File: config.mk
export PLATFORM = sky130hd
export DESIGN_NAME = oht_monitor
export DESIGN_NICKNAME = d
export VERILOG_FILES = /design/src/rtl/oht_pkg.sv /design/src/rtl/oht_sec_tick.sv /design/src/rtl/oht_monitor.sv
export VERILOG_INCLUDE_DIRS = /design/src /design/src/rtl
export SDC_FILE = /design/constraint.sdc
export NUM_CORES = 1
export LEC_CHECK = 0
export BUFFER_PORTS_ARGS = -buffer_cell sky130_fd_sc_hd__buf_2
export CAP_MARGIN = 0
export CORE_MARGIN = 10
export CORE_UTILIZATION = 29
export DETAILED_ROUTE_END_ITERATION = 8
export MAX_ROUTING_LAYER = met4
export REMOVE_ABC_BUFFERS = 1
export SLEW_MARGIN = 20
export SYNTH_ARGS = -nofsm -noshare
export SYNTH_HDL_FRONTEND = slang
export SYNTH_HIERARCHICAL = 1
export SYNTH_SLANG_ARGS = --single-unit
File: constraint.sdc
create_clock -name core_clk -period 8.6 [get_ports core_clk]
set_clock_uncertainty 0.1 [all_clocks]
set_input_delay 1.72 -clock core_clk [delete_from_list [all_inputs] [get_ports core_clk]]
set_output_delay 1.72 -clock core_clk [all_outputs]
set_load 0.05 [all_outputs]
File: src/rtl/oht_cfg.svh
// Constants of the overheat threshold monitor: offsets, fields, reset values, timing.
`ifndef OHT_CFG_SVH
`define OHT_CFG_SVH

`define OHT_ADDR_CTRL 8'h00
`define OHT_ADDR_ALARM_LEVEL 8'h04
`define OHT_ADDR_WARN_PCT 8'h08
`define OHT_ADDR_FILTER_SEC 8'h0C
`define OHT_ADDR_STATUS 8'h10
`define OHT_ADDR_IRQ_STAT 8'h14
`define OHT_ADDR_IRQ_MASK 8'h18
`define OHT_ADDR_SAMPLE 8'h1C

`define OHT_ALARM_LEVEL_MAX 9'h1F4
`define OHT_ALARM_LEVEL_RST 9'h0FA
`define OHT_WARN_PCT_MAX 7'h64
`define OHT_WARN_PCT_RST 7'h64
`define OHT_FILTER_SEC_RST 16'h0000
`define OHT_PCT_SCALE 24'h000064

`define OHT_IRQ_WARN 0
`define OHT_IRQ_ALARM 1
`define OHT_ST_WARN 0
`define OHT_ST_ALARM 1
`define OHT_ST_FAULT 2
`define OHT_ST_FILT 3

`define OHT_FILTER_UNIT_S 1
`define OHT_CLK_HZ 100000000
`define OHT_TICK_CYCLES (`OHT_FILTER_UNIT_S * `OHT_CLK_HZ)

`endif

File: src/rtl/oht_pkg.sv
// Types shared by the overheat threshold monitor.
package oht_pkg;

    // Encoding order gives selector codes 0..3
    typedef enum logic [1:0] {
        OHT_MODE_OFF,
        OHT_MODE_MOTOR,
        OHT_MODE_NEG,
        OHT_MODE_POS
    } oht_mode_t;

    typedef enum logic [1:0] {
        OHT_FILT_IDLE,
        OHT_FILT_RUN,
        OHT_FILT_ALARM
    } oht_filt_state_t;

    typedef struct packed {
        logic [8:0] alarmLevel;
        logic [6:0] warnPct;
        logic [15:0] filterSec;
    } oht_limits_t;

    typedef struct packed {
        logic valid;
        logic lineFault;
        logic signed [15:0] value;
    } oht_sample_t;

endpackage : oht_pkg

File: src/rtl/oht_sec_tick.sv
// Restartable divider giving a one-cycle enable once per filter time unit.
`timescale 1ns/1ns
`default_nettype none
module oht_sec_tick #(
    parameter int unsigned TICK_CYCLES = 100000000
) (
    input wire logic core_clk,
    input wire logic arst_n,
    input wire logic run,
    output logic tick
);
    logic [31:0] count_q;

    // Held at zero while idle so the first period after a start is a full one
    always_ff @(posedge core_clk or negedge arst_n) begin
        if (!arst_n) begin
            count_q <= 32'h00000000;
        end else if (!run || count_q == TICK_CYCLES - 1) begin
            count_q <= 32'h00000000;
        end else begin
            count_q <= count_q + 32'h00000001;
        end
    end

    assign tick = run && (count_q == TICK_CYCLES - 1);
endmodule : oht_sec_tick
`default_nettype wire

File: src/rtl/oht_monitor.sv
// Overheat threshold monitor with Wishbone registers and interrupt.
`timescale 1ns/1ns
`default_nettype none
`include "oht_cfg.svh"
module oht_monitor
    import oht_pkg::*;
#(
    parameter int unsigned TICK_CYCLES = `OHT_TICK_CYCLES
) (
    input wire logic core_clk,
    input wire logic arst_n,
    input wire logic wb_cyc_i,
    input wire logic wb_stb_i,
    input wire logic wb_we_i,
    input wire logic [7:0] wb_adr_i,
    input wire logic [3:0] wb_sel_i,
    input wire logic [31:0] wb_dat_i,
    output logic [31:0] wb_dat_o,
    output logic wb_ack_o,
    input wire oht_sample_t thermal_protect_input,
    input wire oht_limits_t motorLimits,
    output logic overheat_warning_event,
    output logic overheat_alarm_event,
    output logic irq
);
    ////////////////////////////////////////////////////////////////////////////
    // Register bus
    oht_mode_t overheat_mode_select_q;
    logic [8:0] alarm_voltage_level_q;
    logic [6:0] warning_level_percent_q;
    logic [15:0] alarm_filter_seconds_q;
    logic [1:0] irqStat_q;
    logic [1:0] irqMask_q;
    logic signed [15:0] sample_q;
    logic lineFault_q;
    logic ack_q;
    logic [31:0] rdat_q;
    logic busReq;
    logic busWr;
    logic [31:0] wrWord;
    logic [31:0] readMux;
    oht_filt_state_t filtState_q;

    assign busReq = wb_cyc_i && wb_stb_i && !ack_q;
    assign busWr = busReq && wb_we_i;

    // Byte lanes not selected keep the current content
    function automatic logic [31:0] oht_merge(input logic [31:0] old, input logic [31:0] nw, input logic [3:0] sel);
        logic [31:0] res;
        res = old;
        for (int i = 0; i < 4; i++) begin
            if (sel[i]) begin
                res[i*8 +: 8] = nw[i*8 +: 8];
            end
        end
        return res;
    endfunction : oht_merge

    always_comb begin
        wrWord = 32'h00000000;
        unique case (wb_adr_i)
            `OHT_ADDR_CTRL: wrWord = oht_merge({30'h00000000, overheat_mode_select_q}, wb_dat_i, wb_sel_i);
            `OHT_ADDR_ALARM_LEVEL: wrWord = oht_merge({23'h000000, alarm_voltage_level_q}, wb_dat_i, wb_sel_i);
            `OHT_ADDR_WARN_PCT: wrWord = oht_merge({25'h0000000, warning_level_percent_q}, wb_dat_i, wb_sel_i);
            `OHT_ADDR_FILTER_SEC: wrWord = oht_merge({16'h0000, alarm_filter_seconds_q}, wb_dat_i, wb_sel_i);
            `OHT_ADDR_IRQ_MASK: wrWord = oht_merge({30'h00000000, irqMask_q}, wb_dat_i, wb_sel_i);
            default: wrWord = oht_merge(32'h00000000, wb_dat_i, wb_sel_i);
        endcase
    end

    always_comb begin
        readMux = 32'h00000000;
        unique case (wb_adr_i)
            `OHT_ADDR_CTRL: readMux = {30'h00000000, overheat_mode_select_q};
            `OHT_ADDR_ALARM_LEVEL: readMux = {23'h000000, alarm_voltage_level_q};
            `OHT_ADDR_WARN_PCT: readMux = {25'h0000000, warning_level_percent_q};
            `OHT_ADDR_FILTER_SEC: readMux = {16'h0000, alarm_filter_seconds_q};
            `OHT_ADDR_STATUS: readMux = {28'h0000000, filtState_q == OHT_FILT_RUN, lineFault_q,
                                         overheat_alarm_event, overheat_warning_event};
            `OHT_ADDR_IRQ_STAT: readMux = {30'h00000000, irqStat_q};
            `OHT_ADDR_IRQ_MASK: readMux = {30'h00000000, irqMask_q};
            `OHT_ADDR_SAMPLE: readMux = {16'h0000, sample_q};
            default: readMux = 32'h00000000;
        endcase
    end

    // One wait state; unmapped addresses are acknowledged, read zero and drop writes
    always_ff @(posedge core_clk or negedge arst_n) begin
        if (!arst_n) begin
            ack_q <= 1'b0;
            rdat_q <= 32'h00000000;
        end else begin
            ack_q <= busReq;
            rdat_q <= busReq ? readMux : 32'h00000000;
        end
    end

    assign wb_ack_o = ack_q;
    assign wb_dat_o = rdat_q;

    // Settings act on the cycle after the write; out of range level, percent and filter values are dropped, the mode takes bits 1:0
    always_ff @(posedge core_clk or negedge arst_n) begin
        if (!arst_n) begin
            overheat_mode_select_q <= OHT_MODE_OFF;
            alarm_voltage_level_q <= `OHT_ALARM_LEVEL_RST;
            warning_level_percent_q <= `OHT_WARN_PCT_RST;
            alarm_filter_seconds_q <= `OHT_FILTER_SEC_RST;
        end else if (busWr) begin
            if (wb_adr_i == `OHT_ADDR_CTRL) begin
                overheat_mode_select_q <= oht_mode_t'(wrWord[1:0]);
            end
            if (wb_adr_i == `OHT_ADDR_ALARM_LEVEL && wrWord <= {23'h000000, `OHT_ALARM_LEVEL_MAX}) begin
                alarm_voltage_level_q <= wrWord[8:0];
            end
            if (wb_adr_i == `OHT_ADDR_WARN_PCT && wrWord <= {25'h0000000, `OHT_WARN_PCT_MAX}) begin
                warning_level_percent_q <= wrWord[6:0];
            end
            if (wb_adr_i == `OHT_ADDR_FILTER_SEC && wrWord[31:16] == 16'h0000) begin
                alarm_filter_seconds_q <= wrWord[15:0];
            end
        end
    end

    ////////////////////////////////////////////////////////////////////////////
    // Threshold comparison
    logic active;
    logic machineMode;
    logic [8:0] effLevel;
    logic [6:0] effPct;
    logic [15:0] effFilter;
    logic [16:0] magnitude;
    logic overAlarm;
    logic overWarn;
    logic faultAlarm;

    always_ff @(posedge core_clk or negedge arst_n) begin
        if (!arst_n) begin
            sample_q <= 16'sh0000;
            lineFault_q <= 1'b0;
        end else if (thermal_protect_input.valid) begin
            sample_q <= thermal_protect_input.value;
            lineFault_q <= thermal_protect_input.lineFault;
        end
    end

    assign active = overheat_mode_select_q != OHT_MODE_OFF;
    assign machineMode = overheat_mode_select_q == OHT_MODE_NEG || overheat_mode_select_q == OHT_MODE_POS;

    // Motor-held limits replace the local ones in thermostat mode
    always_comb begin
        if (overheat_mode_select_q == OHT_MODE_MOTOR) begin
            effLevel = motorLimits.alarmLevel;
            effPct = motorLimits.warnPct;
            effFilter = motorLimits.filterSec;
        end else begin
            effLevel = alarm_voltage_level_q;
            effPct = warning_level_percent_q;
            effFilter = alarm_filter_seconds_q;
        end
    end

    // Heat drives the voltage negative in mode 2 and positive otherwise
    always_comb begin
        magnitude = 17'h00000;
        if (overheat_mode_select_q == OHT_MODE_NEG) begin
            if (sample_q < 0) begin
                magnitude = 17'(-$signed({sample_q[15], sample_q}));
            end
        end else if (sample_q > 0) begin
            magnitude = {1'b0, sample_q};
        end
    end

    // Scaled by 100 on the sample side to avoid a divider
    assign overAlarm = active && (magnitude > {8'h00, effLevel});
    // Operands widened first so the level times percentage product keeps all its bits
    assign overWarn = active && (({7'h00, magnitude} * `OHT_PCT_SCALE)
                                 > ({15'h0000, effLevel} * {17'h00000, effPct}));
    // The positive sensor cannot tell a broken line from a cold one
    assign faultAlarm = lineFault_q && (overheat_mode_select_q == OHT_MODE_MOTOR
                                        || overheat_mode_select_q == OHT_MODE_NEG);

    ////////////////////////////////////////////////////////////////////////////
    // Alarm filter
    logic secTick;
    logic [15:0] secCount_q;

    oht_sec_tick #(
        .TICK_CYCLES(TICK_CYCLES)
    ) u_sec_tick (
        .core_clk(core_clk),
        .arst_n(arst_n),
        .run(filtState_q == OHT_FILT_RUN),
        .tick(secTick)
    );

    always_ff @(posedge core_clk or negedge arst_n) begin
        if (!arst_n) begin
            filtState_q <= OHT_FILT_IDLE;
            secCount_q <= 16'h0000;
        end else begin
            unique case (filtState_q)
                OHT_FILT_IDLE: begin
                    secCount_q <= 16'h0000;
                    if (overAlarm) begin
                        filtState_q <= (effFilter == 16'h0000) ? OHT_FILT_ALARM : OHT_FILT_RUN;
                    end
                end
                OHT_FILT_RUN: begin
                    if (!overAlarm) begin
                        filtState_q <= OHT_FILT_IDLE;
                    end else if (secTick) begin
                        secCount_q <= secCount_q + 16'h0001;
                        if (secCount_q + 16'h0001 >= effFilter) begin
                            filtState_q <= OHT_FILT_ALARM;
                        end
                    end
                end
                OHT_FILT_ALARM: begin
                    if (!overAlarm) begin
                        filtState_q <= OHT_FILT_IDLE;
                    end
                end
            endcase
        end
    end

    ////////////////////////////////////////////////////////////////////////////
    // Event outputs and interrupt
    logic warnRise;
    logic alarmRise;

    always_ff @(posedge core_clk or negedge arst_n) begin
        if (!arst_n) begin
            overheat_warning_event <= 1'b0;
            overheat_alarm_event <= 1'b0;
        end else begin
            overheat_warning_event <= overWarn;
            overheat_alarm_event <= active && (filtState_q == OHT_FILT_ALARM || faultAlarm);
        end
    end

    assign warnRise = overWarn && !overheat_warning_event;
    assign alarmRise = active && (filtState_q == OHT_FILT_ALARM || faultAlarm) && !overheat_alarm_event;

    // A new event in the clearing cycle wins over the clear
    always_ff @(posedge core_clk or negedge arst_n) begin
        if (!arst_n) begin
            irqStat_q <= 2'h0;
            irqMask_q <= 2'h0;
        end else begin
            irqStat_q[`OHT_IRQ_WARN] <= warnRise || (irqStat_q[`OHT_IRQ_WARN]
                && !(busWr && wb_adr_i == `OHT_ADDR_IRQ_STAT && wrWord[`OHT_IRQ_WARN]));
            irqStat_q[`OHT_IRQ_ALARM] <= alarmRise || (irqStat_q[`OHT_IRQ_ALARM]
                && !(busWr && wb_adr_i == `OHT_ADDR_IRQ_STAT && wrWord[`OHT_IRQ_ALARM]));
            if (busWr && wb_adr_i == `OHT_ADDR_IRQ_MASK) begin
                irqMask_q <= wrWord[1:0];
            end
        end
    end

    assign irq = |(irqStat_q & irqMask_q);
endmodule : oht_monitor
`default_nettype wire

* Yosys cells after proc, flatten, opt, wreduce, memory -nomap -nowiden *
Index checks and enable logic that the tools add are counted.

word-level totals
  output and inout port bits = 36
  logic and storage cells = 120
  bits in registers = 140
  input port bits = 99

operators by class
  magnitude comparators = 7
  bitwise gates (word level) = 1
  add/sub/neg operators = 3
  mux-type cells = 31
  reduce and logical (&&, ||, !) cells = 43
  eq/ne operators = 18
  multiply operators = 2

operators with widths
  kind                     count
  $pmux W16 S8             1
  $mux W8                  11
  $pmux W16 S5             1
  $mux W16                 4
  $mux W32                 2
  $mux W17                 2
  $add A32 B1 Y32 const B  1
  $eq A32 B27 Y1 const B   1
  $eq A8 B5 Y1 const B     4
  $le A32 B7 Y1 const B    1
  $le A32 B9 Y1 const B    1
  $logic_not A16 Y1        2
  $pmux W16 S2             1
  $gt A24 B16 Y1           1
  $mul A17 B5 Y22 const B  1
  $logic_and A1 B1 Y1      19
  $gt A17 B9 Y1            1
  $neg A16 Y17             1
  $add A16 B1 Y16 const B  1
  $eq A8 B4 Y1 const B     2
  $ge A16 B16 Y1           1
  $gt A16 B1 Y1 const B    1
  $lt A16 B1 Y1 const B    1
  $mul A9 B7 Y16           1
  other kinds (19)         43

* Longest topological paths before layout *
Gate-level depths: netlist of the first run.

  word-level depth = 8
  gate-level depth with buffers = 30
  depth with buffers taken out = 27

* Cells and area by module *
The synthesis of the first run kept the hierarchy.

by module, submodules not included
  module        sequential area each (um^2)  instances  cells an instance  area each (um^2)
  oht_monitor   2313.5                       1          1117               10312.4
  oht_sec_tick  800.8                        1          195                1747.9

* Least setup slack after synthesis of the first run *
No wires, ideal clock.

  kind = in2reg
  start = input motorLimits[22] (netlist name)
  end = register irqStat_q[0]
  library setup time = 0.143 ns
  cell stages on the path = 22
  required time = 8.357 ns
  buffers on the path = 0
  path slack = 0.723 ns
  arrival = 7.634 ns
  cells stage by stage = mux2i_1 nor2_1 fa_1 fa_1 fa_1 inv_1 fa_1 inv_1 ha_1 a21o_1 a31o_2 a41o_1 nor4_1 nor3_1 nand3b_1 ha_1 and4_1 nand3_1 or4_1 a2111oi_0 and4bb_1 a41oi_1

between the ends
  longest elaborated chain between the ends = 6

ends and longest elaborated chain
  element                         RTL line            RTL
  start: declaration              oht_monitor.sv:21   input wire oht_limits_t motorLimits,
  $mux W7                         oht_monitor.sv:151  if (overheat_mode_select_q == OHT_MODE_MOTOR) begin
  $mul A9 B7 Y16                  oht_monitor.sv:178  > ({15'h0000, effLevel} * {17'h00000, effPct}));
  $gt A24 B16 Y1                  oht_monitor.sv:177  assign overWarn = active && (({7'h00, magnitude} * `OHT_PCT_SCALE)
  $logic_and A1 B1 Y1             oht_monitor.sv:177
  $logic_and A1 B1 Y1             oht_monitor.sv:243  assign warnRise = overWarn && !overheat_warning_event;
  $logic_or A1 B1 Y1              oht_monitor.sv:252  irqStat_q[`OHT_IRQ_WARN] <= warnRise || (irqStat_q[`OHT_IRQ_WARN]
  end signal: indexed assignment  oht_monitor.sv:252
  end signal: indexed assignment  oht_monitor.sv:254  irqStat_q[`OHT_IRQ_ALARM] <= alarmRise || (irqStat_q[`OHT_IRQ_ALARM]
  end: declaration                oht_monitor.sv:32   logic [1:0] irqStat_q;

Every way passes these cells.
A chain may end at the register's enable or synchronous reset.

* Final worst setup path of the first run *
  start = input motorLimits[27] (netlist name)
  end = register irqStat_q[0]

between the ends
  longest elaborated chain between the ends = 6

ends and longest elaborated chain
  element              RTL line
  $mux W9              oht_monitor.sv:151
  $mul A9 B7 Y16       oht_monitor.sv:178
  $gt A24 B16 Y1       oht_monitor.sv:177
  $logic_and A1 B1 Y1  oht_monitor.sv:177
  $logic_and A1 B1 Y1  oht_monitor.sv:243
  $logic_or A1 B1 Y1   oht_monitor.sv:252

Every way passes these cells.

==> impl_summary.md, run 1 <==
Route
The iteration count of the initial detailed-routing pass is 5. For this block, the via count after detailed routing is 10,180. The post-route DRC violation count is 0. In the final routed layout, each cell accounts on average for 17.8 microns. The average vias per placed instance is 5.13. After detailed routing, the total wire length is 35,400 microns.

The detail route stage leaves a number of antenna-violating nets equal to 0. After the first detailed-routing iteration, the DRC count stood at 634.

CTS
The TritonCTS clock tree is done. The clock network latency to the later pin of the worst-skew pair is 0.43 ns. In this run the post-CTS setup repair buffer count came out at 0. The clock tree buffer depth is 2.

The master cell of the clock root buffer is clkbuf_16. The post-cts gate resize count is 0. The number of hold buffers added after CTS was 0.

In this run, CTS created clock tree buffers numbering 17. The clock transition at the register clock pins on the worst setup and hold paths after CTS is 0.07 ns. The total number of H-tree levels is 4. The tree built by TritonCTS fans out to 124 sinks.

Synth
For this run, the number of Yosys warnings is 6. The synthesis-stage register bit count is 124. The number of enable flip-flop cells after synthesis is 0. The number of distinct library cell variants in the gate-level netlist after synthesis is 83. The cell area after synthesis is 0.0121 sq mm. Sequential cells were found to cover 25.8% of the synthesized design area.

A synthesized cell averages 9.19 sq um. The proportion of register bits with asynchronous set or reset after synthesis is 100%. In the synthesized netlist, the number of instances is 1,312. The dominant register cell in the synthesized netlist is dfrtp_1.

Power and ir drop
Power comes to 2.13 mW. Of the total power, the clock network draws 35.7%. The proportion of power drawn by combinational gates is 34.5%.

For this design the static power due to leakage is 6.55 nW. For this design the total switching power over the nets is 0.760 mW. The proportion of power drawn by flip-flops and latches is 29.7%. The cell-internal power is 1.37 mW. The fraction of power spent switching nets is 35.7%. The cell area power density is 154 mW/mm^2. IR analysis of the VDD net gives a maximum drop of 0.139 mV.

Layout
Summing all multi-input logic gate instances after layout gives 0.00831 sq mm. Compared with the post-synthesis result, the final layout area differs by 15.1%. The number of filler instances in the final layout is 4,219.

The share of layout cells above drive strength 1 is 18.2%. The sequential cell area in the final layout is 0.00311 sq mm. Leaving out filler cells and counting taps, the final layout contains 1,985.

At the end of the flow, the number of nets in the layout was 1,725. The utilization after layout is 33.8%.

Die
The initial core utilization is 29.4%. In this run the horizontal extent of the chip is 224 microns. The cell row count is 74.

The die covers 0.0501 sq mm. For this design the top-level I/O count stands at 135. The area of the core is 0.0410 sq mm.

The die height is 224 microns.

Worst setup path
Of all nets on the critical path, the largest fanout is 8. The required time of the critical path is 8.79 ns. The critical path capture point type is a register.

The setup path with the least slack is of type primary input to register. The sort of element at the start of the critical path is a primary input. The data arrival at the endpoint of the critical path is 8.13 ns. The worst setup path startpoint is motorLimits[27]. In this run the critical register-to-register path is launched from overheat_mode_select_q[1].

Place
The HPWL after detailed placement is 28,800 microns. The worst setup slack after placement is 0.202 ns. The count of buffers added on input and output ports is 118. The number of placed instances, taps included, is 1,948. The placer congestion estimate is 0.865.

Flow run
The number of maximum-capacitance constraint violations is 0.

GRT
The met1 global-route usage is 20.1%. The initial antenna violation count is 5. The first global-routing pass estimated 56,500 microns of wire.

The global routing met3 resource utilization is 2.98%. Global routing consumed, over all layers together, 14.5% of the routing resources. The largest net degree at the start of global routing is 68. The total overflow left after global routing is 0. The layer flagged by global routing as most heavily used is met2.

For met2 alone, demand over resource in global routing was 21.3%. The via count of the first global-routing pass is 10,299.

STA
The headroom to the max-slew limit is 30.5%. The top achievable clock speed is 126 MHz. The part of the cycle the worst path needs is 92.3%. The number of endpoints with negative hold slack in the final report is 0. The final count of pins violating max slew is 0.

Setup repair after global routing left no endpoint under its margin. Subtracting the final worst setup slack from the clock period gives 7.94 ns. The minimum setup slack in the final design is 0.664 ns. Setup violations remaining at the end of the flow were counted as 0. For the pin with the worst max-slew slack, the measured transition is 1.04 ns. Setup total negative slack on the finished layout was measured at 0 ns.

Worst hold path
The path type of the worst min-delay path is register to register. The start point of the worst min-delay path is alarm_voltage_level_q[4].

Status
The flow ran to the end, and the final reports show no timing, DRC or antenna violations.
-- placed cells by master, fill, tap and decap left out, types with 13 or more instances in the layout --
| cell type | instances |
|---|---|
| buf_4 | 19 |
| clkbuf_16 | 17 |
| xor2_1 | 28 |
| a22oi_1 | 13 |
| nor2_1 | 137 |
| ha_1 | 144 |
| nor4_1 | 15 |
| and2_1 | 26 |
| nand2_1 | 88 |
| fa_1 | 46 |
| dfrtp_1 | 115 |
| mux2_2 | 39 |
| mux2i_1 | 45 |
| o21ai_0 | 47 |
| a21oi_1 | 43 |
| nor3_1 | 27 |
| buf_2 | 117 |
| nand4_1 | 26 |
| nand3_1 | 43 |
| conb_1 | 20 |
| inv_1 | 107 |
| xnor2_1 | 33 |
| a21o_1 | 15 |
-- power by group through the flow --
stage,Combinational [mW],Sequential (mW),Clock (mW)
after global routing,0.844,0.637,0.798
after floorplan,0.519,0.640,0
after global placement,0.724,0.642,0
after detailed placement,0.733,0.643,0
after CTS,0.741,0.633,0.772
final,0.736,0.634,0.761
-- cell type report --
cell class | instances | area share [%]
Multi-Input combinational cell | 1048 | 59.9
Clock inverter | 13 | 1.20
Inverter | 107 | 2.89
Timing Repair Buffer | 137 | 5.39
Clock buffer | 19 | 3.26
Antenna cell | 5 | 0.0902
Tap cell | 532 | 4.80
Sequential cell | 124 | 22.4
-- metal layers --
layer  wire length [microns]  up-vias
met4                     404        0
li1                        -     4875
met5                       0        -
met3                    2120       36
met2                   15400      290
met1                   17500     4979
-- sequential cells by signal, indices dropped and copies added (netlist names) --
register                 flops
overheat_mode_select_q       2
warning_level_percent_q      7
lineFault_q                  1
u_sec_tick/count_q          32
overheat_warning_event       1
irqStat_q                    2
alarm_filter_seconds_q      16
secCount_q                  16
irqMask_q                    2
wb_ack_o                     1
overheat_alarm_event         1
alarm_voltage_level_q        9
filtState_q                  2
sample_q                    16
wb_dat_o                    16
-- worst max-delay path, stage by stage --
cell and delay [ns]:
buf_2 0.12, mux2i_1 0.28, buf_12 0.17, nor2_1 0.06, fa_1 0.56, fa_1 0.45
fa_1 0.56, inv_1 0.06, fa_1 0.53, inv_1 0.04, ha_1 0.35, a21o_1 0.20
a31o_2 0.23, a41o_1 0.25, nor4_1 0.31, nor3_1 0.10, nand3b_1 0.19, ha_1 0.31
and4_1 0.22, nand3_1 0.09, or4_1 0.54, a2111oi_0 0.39, and4bb_1 0.26, a41oi_1 0.11
-- cells in the mapped netlist, drive strengths merged (8+ instances only) --
library cell | count | share of area [%]
nand4 | 26 | 1.3
xor2 | 28 | 2.0
o21ai | 53 | 2.4
inv | 107 | 3.3
clkbuf | 21 | 0.66
o21a | 13 | 0.82
mux2i | 45 | 3.7
o22ai | 8 | 0.41
fa | 46 | 7.6
ha | 145 | 15
dfrtp | 115 | 24
or3 | 12 | 0.62
nand2 | 88 | 2.7
nand2b | 12 | 0.62
xnor2 | 33 | 2.4
o31ai | 8 | 0.73
nand3 | 46 | 2.0
a21o | 15 | 0.93
nor4 | 19 | 1.3
and2 | 26 | 1.3
a21oi | 44 | 1.9
nor3 | 28 | 1.3
o211ai | 12 | 0.86
a22oi | 13 | 0.81
or2 | 13 | 0.70
and3 | 11 | 0.57
a211oi | 10 | 0.62
mux2 | 53 | 5.1
buf | 30 | 1.8
dfstp | 9 | 2.0
nor2 | 138 | 4.3
-- worst paths after layout --
check | endpoint | slack, ns | depth (start not counted)
max | irqStat_q[0] | 0.66 | 24
min in group asynchronous | alarm_filter_seconds_q[9] | 1.27 | 1
max in group asynchronous | u_sec_tick/count_q[9] | 5.72 | 2
max reg2reg | irqStat_q[0] | 0.91 | 25
min reg2reg | alarm_voltage_level_q[4] | 0.39 | 2
min | alarm_voltage_level_q[4] | 0.39 | 2
-- cell families after synthesis --
family / synth area share (%)
AOI/OAI and AO/OA: 12.7
xor gates and xnor gates: 4.43
adders and majority gates: 22.7
buffers and inverters: 5.82
DFF: 25.8
muxes: 9.18
other: 0.0623
and+or+nand+nor: 19.3
-- through the flow --
| step | cell area [sq um] | hold WS (ns) |
|---|---|---|
| floorplan | 11800 | 0.362 |
| global placement | 13200 | 0.370 |
| detailed placement | 13200 | 0.381 |
| CTS | 13900 | 0.390 |
| global route | 13900 | 0.404 |
| finish | 13900 | 0.393 |
Power figures use the tool's default switching activity.
==> run 2: changes to the inputs <==
- CORE_UTILIZATION: 29 -> 35
==> run 2 against run 1 <==
Against the previous run:
- worst hold slack got worse by 0.013 ns
- worst setup slack improved by 0.13 ns
- final cell count fell by 4.5%
- non-clock buffer count fell by 1
- core utilization grew 6.7 points
- total power decreased by 3.5%
- sequential power about the same
- global-route usage up 2.1 points
- sequential share of layout area is 0.32 points higher
- via count shrank 0.71%
- critical path type unchanged
- critical endpoint unchanged
==> impl_summary.md, run 2 (synthesis gave the netlist of run 1 again) <==
CTS
The clock transition at the register clock pins on the worst setup and hold paths after CTS is 0.07 ns (about the same). The post-cts gate resize count is 0 (unchanged). The post-cts hold buffer count is 0 (unchanged). The total number of H-tree levels is 4 (unchanged). The total number of clock tree sinks is 124 (unchanged). The TritonCTS clock tree is done (unchanged). The clock tree buffer depth is 2 (unchanged). The master cell of the clock root buffer is clkbuf_16 (unchanged). The number of buffers created by CTS is 17 (unchanged). The number of buffers inserted to repair setup after CTS is 0 (unchanged). The clock network latency to the later pin of the worst-skew pair was 0.44 ns (was 0.43 ns).

Die
The top-level port count came to 135 (unchanged). The overall die area was 0.0423 sq mm (was 0.0501 sq mm). The die height was 206 microns (was 224 microns). The initial core utilization was 35.7% (was 29.4%). The area of the core came to 0.0338 sq mm (was 0.0410 sq mm).

The width of the chip is 206 microns (was 224 microns). The cell row count is 67 (was 74).

Route
The total length of routed wires is 34,500 microns (was 35,400 microns). The final antenna-violating net count is 0 (unchanged). The number of DRC markers in iteration 0 is 556 (was 634).

The average vias per placed instance is 5.33 (was 5.13). The total via count after detailed routing came to 10,108 (was 10,180). The wire length per cell is 18.2 microns (was 17.8 microns). The post-route DRC violation count was 0 (unchanged). The iteration count of the initial detailed-routing pass is 5 (unchanged).

Place
The placer congestion estimate is 0.895 (was 0.865). The final HPWL from detailed placement is 27,800 microns (was 28,800 microns). The number of placed instances, taps included is 1,863 (was 1,948). The number of port buffers is 118 (unchanged).

STA
The final count of pins violating max slew was 0 (unchanged). The number of endpoints with negative hold slack in the final report is 0 (unchanged). The top achievable clock speed is 128 MHz (was 126 MHz). Unrepaired setup endpoints after global routing: no (unchanged). The headroom to the max-slew limit is 35.3% (was 30.5%). The transition time at the pin with the least slew margin was 0.971 ns (was 1.04 ns). The minimum clock period after layout came to 7.81 ns (was 7.94 ns). The part of the cycle the worst path needs was 90.8% (was 92.3%).

The total of endpoints with negative setup slack in the final report was 0 (unchanged). The summed negative setup slack over all endpoints is 0 ns (unchanged).

Status
Result of the run: complete, no violations (unchanged).

Power and ir drop
The leakage power total is 6.50 nW (was 6.55 nW). The worst IR drop on VDD is 0.140 mV (was 0.139 mV). The cell area power density came to 150 mW/mm^2 (was 154 mW/mm^2).

Worst setup path
The critical path capture point type is a register (unchanged). The sort of element at the start of the critical path was a primary input (unchanged). The largest fanout on the critical path is 5 (was 8). The required time of the critical path is 8.80 ns (was 8.79 ns).

The data arrival at the endpoint of the critical path was 8.00 ns (was 8.13 ns). The number of cells traversed by the worst register-to-register path was 24 (was 25). The critical path start-end classification was primary input to register (unchanged).

Layout
The commonest non-fill, non-tap cell in the layout is ha_1 (unchanged). Most frequent cells in the layout: 144 x ha_1, 137 x nor2_1, 117 x buf_2 (unchanged). The flip-flop count of the largest register after layout is 32 (unchanged). The final instance count without filler cells is 1,895 (was 1,985). The utilization after layout was 40.5% (was 33.8%). The number of antenna diodes came to 0 (was 5). The share of layout cells above drive strength 1 is 18.2% (about the same). The final net count is 1,724 (was 1,725).

The register ranked first by flip-flop count is u_sec_tick/count_q (unchanged). The area overhead of the layout relative to synthesis was 13.4% (was 15.1%). The number of filler instances in the final layout is 3,376 (was 4,219).

GRT
The via count of the first global-routing pass is 9,896 (was 10,299). The initial antenna violation count is 0 (was 5). The global-route congestion overflow total is 0 (unchanged). The first-pass GRT wire length was 54,200 microns (was 56,500 microns). The overall global routing resource usage is 16.5% (was 14.5%). The largest net degree at the start of global routing is 75 (was 68).

Worst hold path
The path type of the worst min-delay path is register to register (unchanged). The hold path depth was 1 (was 2).

Flow run
The number of maximum-capacitance constraint violations is 0 (unchanged).
==> run 2: cell count changes in the layout (fill, tap and decap cells not counted), sizes merged <==
cell,before,now
buf,137,136
bufinv,3,0
clkinv,6,4
clkinvlp,3,5
diode,5,0
inv,108,111
==> run 2: path summary, 6_finish.rpt <==
path,startpoint,endpoint,slack (ns)
max in group asynchronous,arst_n,warning_level_percent_q[3],5.77
hold / removal,overheat_alarm_event,irqStat_q[1],0.38
setup / recovery,motorLimits[22],irqStat_q[0],0.79
min in group asynchronous,arst_n,u_sec_tick/count_q[23],1.35
hold reg to reg,overheat_alarm_event,irqStat_q[1],0.38
setup reg to reg,overheat_mode_select_q[1],irqStat_q[0],0.93
==> run 2: metal layers <==
layer | vias up | track usage [%] | part of all wire [%]
li1 | 4862 | - | -
met1 | 4964 | 23.2 | 50
met2 | 257 | 23.6 | 43
met3 | 25 | 3.88 | 5.6
met4 | 0 | 3.57 | 1.2
met5 | - | - | 0
==> run 2: layout make-up <==
cell class | instances | area [sq um] | area share, %
Clock buffer | 19 | 453 | 3.31
Clock inverter | 13 | 110 | 0.805
Inverter | 107 | 402 | 2.94
Multi-Input combinational cell | 1048 | 8310 | 60.8
Sequential cell | 124 | 3110 | 22.8
Tap cell | 448 | 561 | 4.10
Timing Repair Buffer | 136 | 728 | 5.32
==> run 2: stage by stage <==
step                power (mW)  worst slack (ns)  area, sq um  hold slack (ns)
floorplan                 1.16             0.647        11800            0.362
global placement          1.36             0.437        13100            0.368
detailed placement        1.38             0.331        13100            0.376
CTS                       2.07             0.757        13700            0.384
global route              2.20             0.363        13700            0.421
finish                    2.06             0.794        13700            0.380
==> run 2: where the power goes <==
part	internal, mW	switching, mW
logic	0.295	0.443
clock network	0.389	0.298
registers	0.602	0.0308
==> run 2: critical path, cell delays in order <==
cell and delay (ns):
buf_2 0.10, mux2i_1 0.26, nor2_1 0.12, fa_1 0.53, fa_1 0.54, fa_1 0.56, inv_1 0.06, fa_1 0.53
inv_1 0.05, ha_1 0.35, a21o_1 0.19, a31o_2 0.22, a41o_1 0.25, nor4_1 0.31, nor3_1 0.10, nand3b_1 0.19
ha_1 0.31, and4_1 0.22, nand3_1 0.09, or4_1 0.54, a2111oi_0 0.37, and4bb_1 0.26, a41oi_1 0.12
==> run 3: changes to the inputs <==
- clock period: 8.6 -> 10 ns (I/O delays scaled with it)
==> run 3 against run 2 <==
Against the previous run:
- sequential share of layout area up 0.12 points
- clock power down 10%
- non-clock buffer count down 15
- worst setup slack better by 0.63 ns
- total power fell by 13%
- final cell count fell by 0.69%
- combinational power is 14% lower
- core utilization is 0.21 points lower
- critical endpoint unchanged
- largest cell class unchanged
==> impl_summary.md, run 3 (synthesis gave the netlist of run 1 again) <==
Status
Result of the run: complete, no violations (unchanged).

Die
The width of the chip came to 206 microns (unchanged). The initial core utilization is 35.7% (unchanged). The top-level port count was 135 (unchanged). The die height was 206 microns (unchanged).

The area of the core was 0.0338 sq mm (unchanged). The overall die area is 0.0423 sq mm (unchanged). The cell row count came to 67 (unchanged).

Place
The worst setup slack after placement is 1.00 ns (was 0.331 ns). The number of placed instances, taps included is 1,847 (was 1,863). The placer congestion estimate is 0.876 (was 0.895).

The final HPWL from detailed placement was 27,900 microns (was 27,800 microns). The instance area after placement was 0.0130 sq mm (was 0.0131 sq mm). The number of port buffers is 118 (unchanged).

Layout
The utilization after layout is 40.3% (was 40.5%). The final standard cell area without fillers was 0.0136 sq mm (was 0.0137 sq mm). The flip-flop count of the largest register after layout is 32 (unchanged). The area overhead of the layout relative to synthesis is 12.9% (was 13.4%). The final net count was 1,709 (was 1,724).

The final instance count without filler cells is 1,882 (was 1,895). Most frequent cells in the layout: 144 x ha_1, 137 x nor2_1, 117 x buf_2 (unchanged). The commonest non-fill, non-tap cell in the layout is ha_1 (unchanged).

The register ranked first by flip-flop count is u_sec_tick/count_q (unchanged). The share of layout cells above drive strength 1 is 17.3% (was 18.2%).

Route
The total via count after detailed routing was 10,065 (was 10,108). The post-route DRC violation count was 0 (unchanged). The wire length per cell was 18.4 microns (was 18.2 microns). The average vias per placed instance is 5.35 (was 5.33). The final antenna-violating net count is 0 (unchanged). The number of DRC markers in iteration 0 was 793 (was 556). The total length of routed wires is 34,600 microns (was 34,500 microns).

The iteration count of the initial detailed-routing pass is 5 (unchanged).

GRT
The via count of the first global-routing pass is 9,921 (was 9,896). The first-pass GRT wire length came to 54,700 microns (was 54,200 microns). The largest net degree at the start of global routing came to 76 (was 75). The global-route congestion overflow total is 0 (unchanged). The initial antenna violation count was 2 (was 0).

The overall global routing resource usage is 16.7% (was 16.5%).

Worst setup path
List of cells traversed by the critical path: buf_2, mux2i_1, nor2_1, fa_1, fa_1, fa_1, inv_1, fa_1, inv_1, ha_1, a21o_1, a31o_2, a41o_1, nor4_1, nor3_1, nand3b_1, ha_1, and4_1, nand3_1, or4_1, a2111oi_0, and4bb_1, a41oi_1 (unchanged). The cell at the slowest stage of the critical path is mux2i_1 (was fa_1). The critical path's top delay family is adder cells (unchanged). The longest individual stage delay on the worst path was 0.64 ns (was 0.56 ns). The required time of the critical path came to 10.18 ns (was 8.80 ns).

The critical path start-end classification is primary input to register (unchanged). The sort of element at the start of the critical path is a primary input (unchanged). The largest fanout on the critical path is 9 (was 5).

The data arrival at the endpoint of the critical path is 8.76 ns (was 8.00 ns). The most prevalent standard cell on the critical path is fa_1 (unchanged). The total buffers and inverters traversed by the critical path is 3 (unchanged). The critical path capture point type is a register (unchanged).

Power and ir drop
The cell area power density is 132 mW/mm^2 (was 150 mW/mm^2). The sum of internal, switching and leakage power is 1.79 mW (was 2.06 mW). The leakage power total was 6.46 nW (was 6.50 nW). The worst IR drop on VDD came to 0.115 mV (was 0.140 mV).

STA
The part of the cycle the worst path needs is 85.8%. The transition time at the pin with the least slew margin is 1.04 ns (was 0.971 ns). The headroom to the max-slew limit came to 30.6% (was 35.3%). The minimum clock period after layout is 8.58 ns. The summed negative setup slack over all endpoints is 0 ns (unchanged). The top achievable clock speed is 117 MHz. The total of endpoints with negative setup slack in the final report is 0 (unchanged).

The minimum setup slack in the final design is 1.42 ns (was 0.794 ns). The post-route worst hold slack is 0.406 ns (was 0.380 ns). Unrepaired setup endpoints after global routing: no (unchanged). The number of endpoints with negative hold slack in the final report came to 0 (unchanged). The final count of pins violating max slew came to 0 (unchanged).

CTS
The number of buffers created by CTS came to 17 (unchanged). The total number of H-tree levels was 4 (unchanged). The clock network latency to the later pin of the worst-skew pair is 0.43 ns (was 0.44 ns).

The post-cts hold buffer count came to 0 (unchanged). The total number of clock tree sinks is 124 (unchanged). The TritonCTS clock tree was done (unchanged). The clock transition at the register clock pins on the worst setup and hold paths after CTS came to 0.06 ns (was 0.07 ns). The master cell of the clock root buffer is clkbuf_16 (unchanged).

The number of buffers inserted to repair setup after CTS was 0 (unchanged). The clock tree buffer depth is 2 (unchanged). The post-cts gate resize count was 0 (unchanged).

Flow run
The number of maximum-capacitance constraint violations is 0 (unchanged).

Worst hold path
The path type of the worst min-delay path is register to register (unchanged).
==> run 3: cell types whose count changed in the layout (fill, tap and decap cells not counted), sizes merged <==
cell,delta
bufinv,+1
clkbuf,-2
clkinvlp,-3
inv,+4
buf,-15
diode,+2
==> run 3: worst reg2reg max path, stage by stage (launching register included) <==
cell and delay, ns:
dfrtp_1 0.41, inv_1 0.11, ha_2 0.88, mux2i_1 0.82, nor2_1 0.16, fa_1 0.54, fa_1 0.53, fa_1 0.54
inv_1 0.06, fa_1 0.54, inv_1 0.04, ha_1 0.35, a21o_1 0.21, a31o_2 0.22, a41o_1 0.25, nor4_1 0.33
nor3_1 0.11, nand3b_1 0.18, ha_1 0.30, and4_1 0.23, nand3_1 0.10, or4_1 0.55, a2111oi_0 0.37, and4bb_1 0.28
a41oi_1 0.12
==> run 3: layer usage <==
metal	up-vias	GRT usage (%)	wire (microns)
met5	-	-	0
met4	0	3.20	356
met3	24	3.55	2270
met2	279	24.1	15100
met1	4918	23.6	16900
li1	4844	-	-
==> run 3: final cells by class <==
type / count / area, sq um
Sequential cell: 124 / 3110
Fill cell: 3375 / 20200
Antenna cell: 2 / 5.00
Multi-Input combinational cell: 1048 / 8310
Clock inverter: 15 / 154
Inverter: 107 / 402
Timing Repair Buffer: 121 / 636
Clock buffer: 17 / 425
Tap cell: 448 / 561
==> run 3: final timing paths <==
| kind | endpoint | start | slack [ns] | cells after the start |
|---|---|---|---|---|
| min reg2reg | u_sec_tick/count_q[0] | u_sec_tick/count_q[0] | 0.41 | 1 |
| min in group asynchronous | u_sec_tick/count_q[23] | arst_n | 1.48 | 1 |
| max in group asynchronous | warning_level_percent_q[5] | arst_n | 7.10 | 3 |
| min | u_sec_tick/count_q[0] | u_sec_tick/count_q[0] | 0.41 | 1 |
| max reg2reg | irqStat_q[0] | overheat_mode_select_q[1] | 1.51 | 24 |
| max | irqStat_q[0] | motorLimits[22] | 1.42 | 23 |
==> run 3: power by group <==
| part | total (mW) | internal [mW] | switching [mW] |
|---|---|---|---|
| Combinational | 0.632 | 0.251 | 0.381 |
| Sequential | 0.544 | 0.518 | 0.0263 |
| Clock | 0.616 | 0.351 | 0.265 |
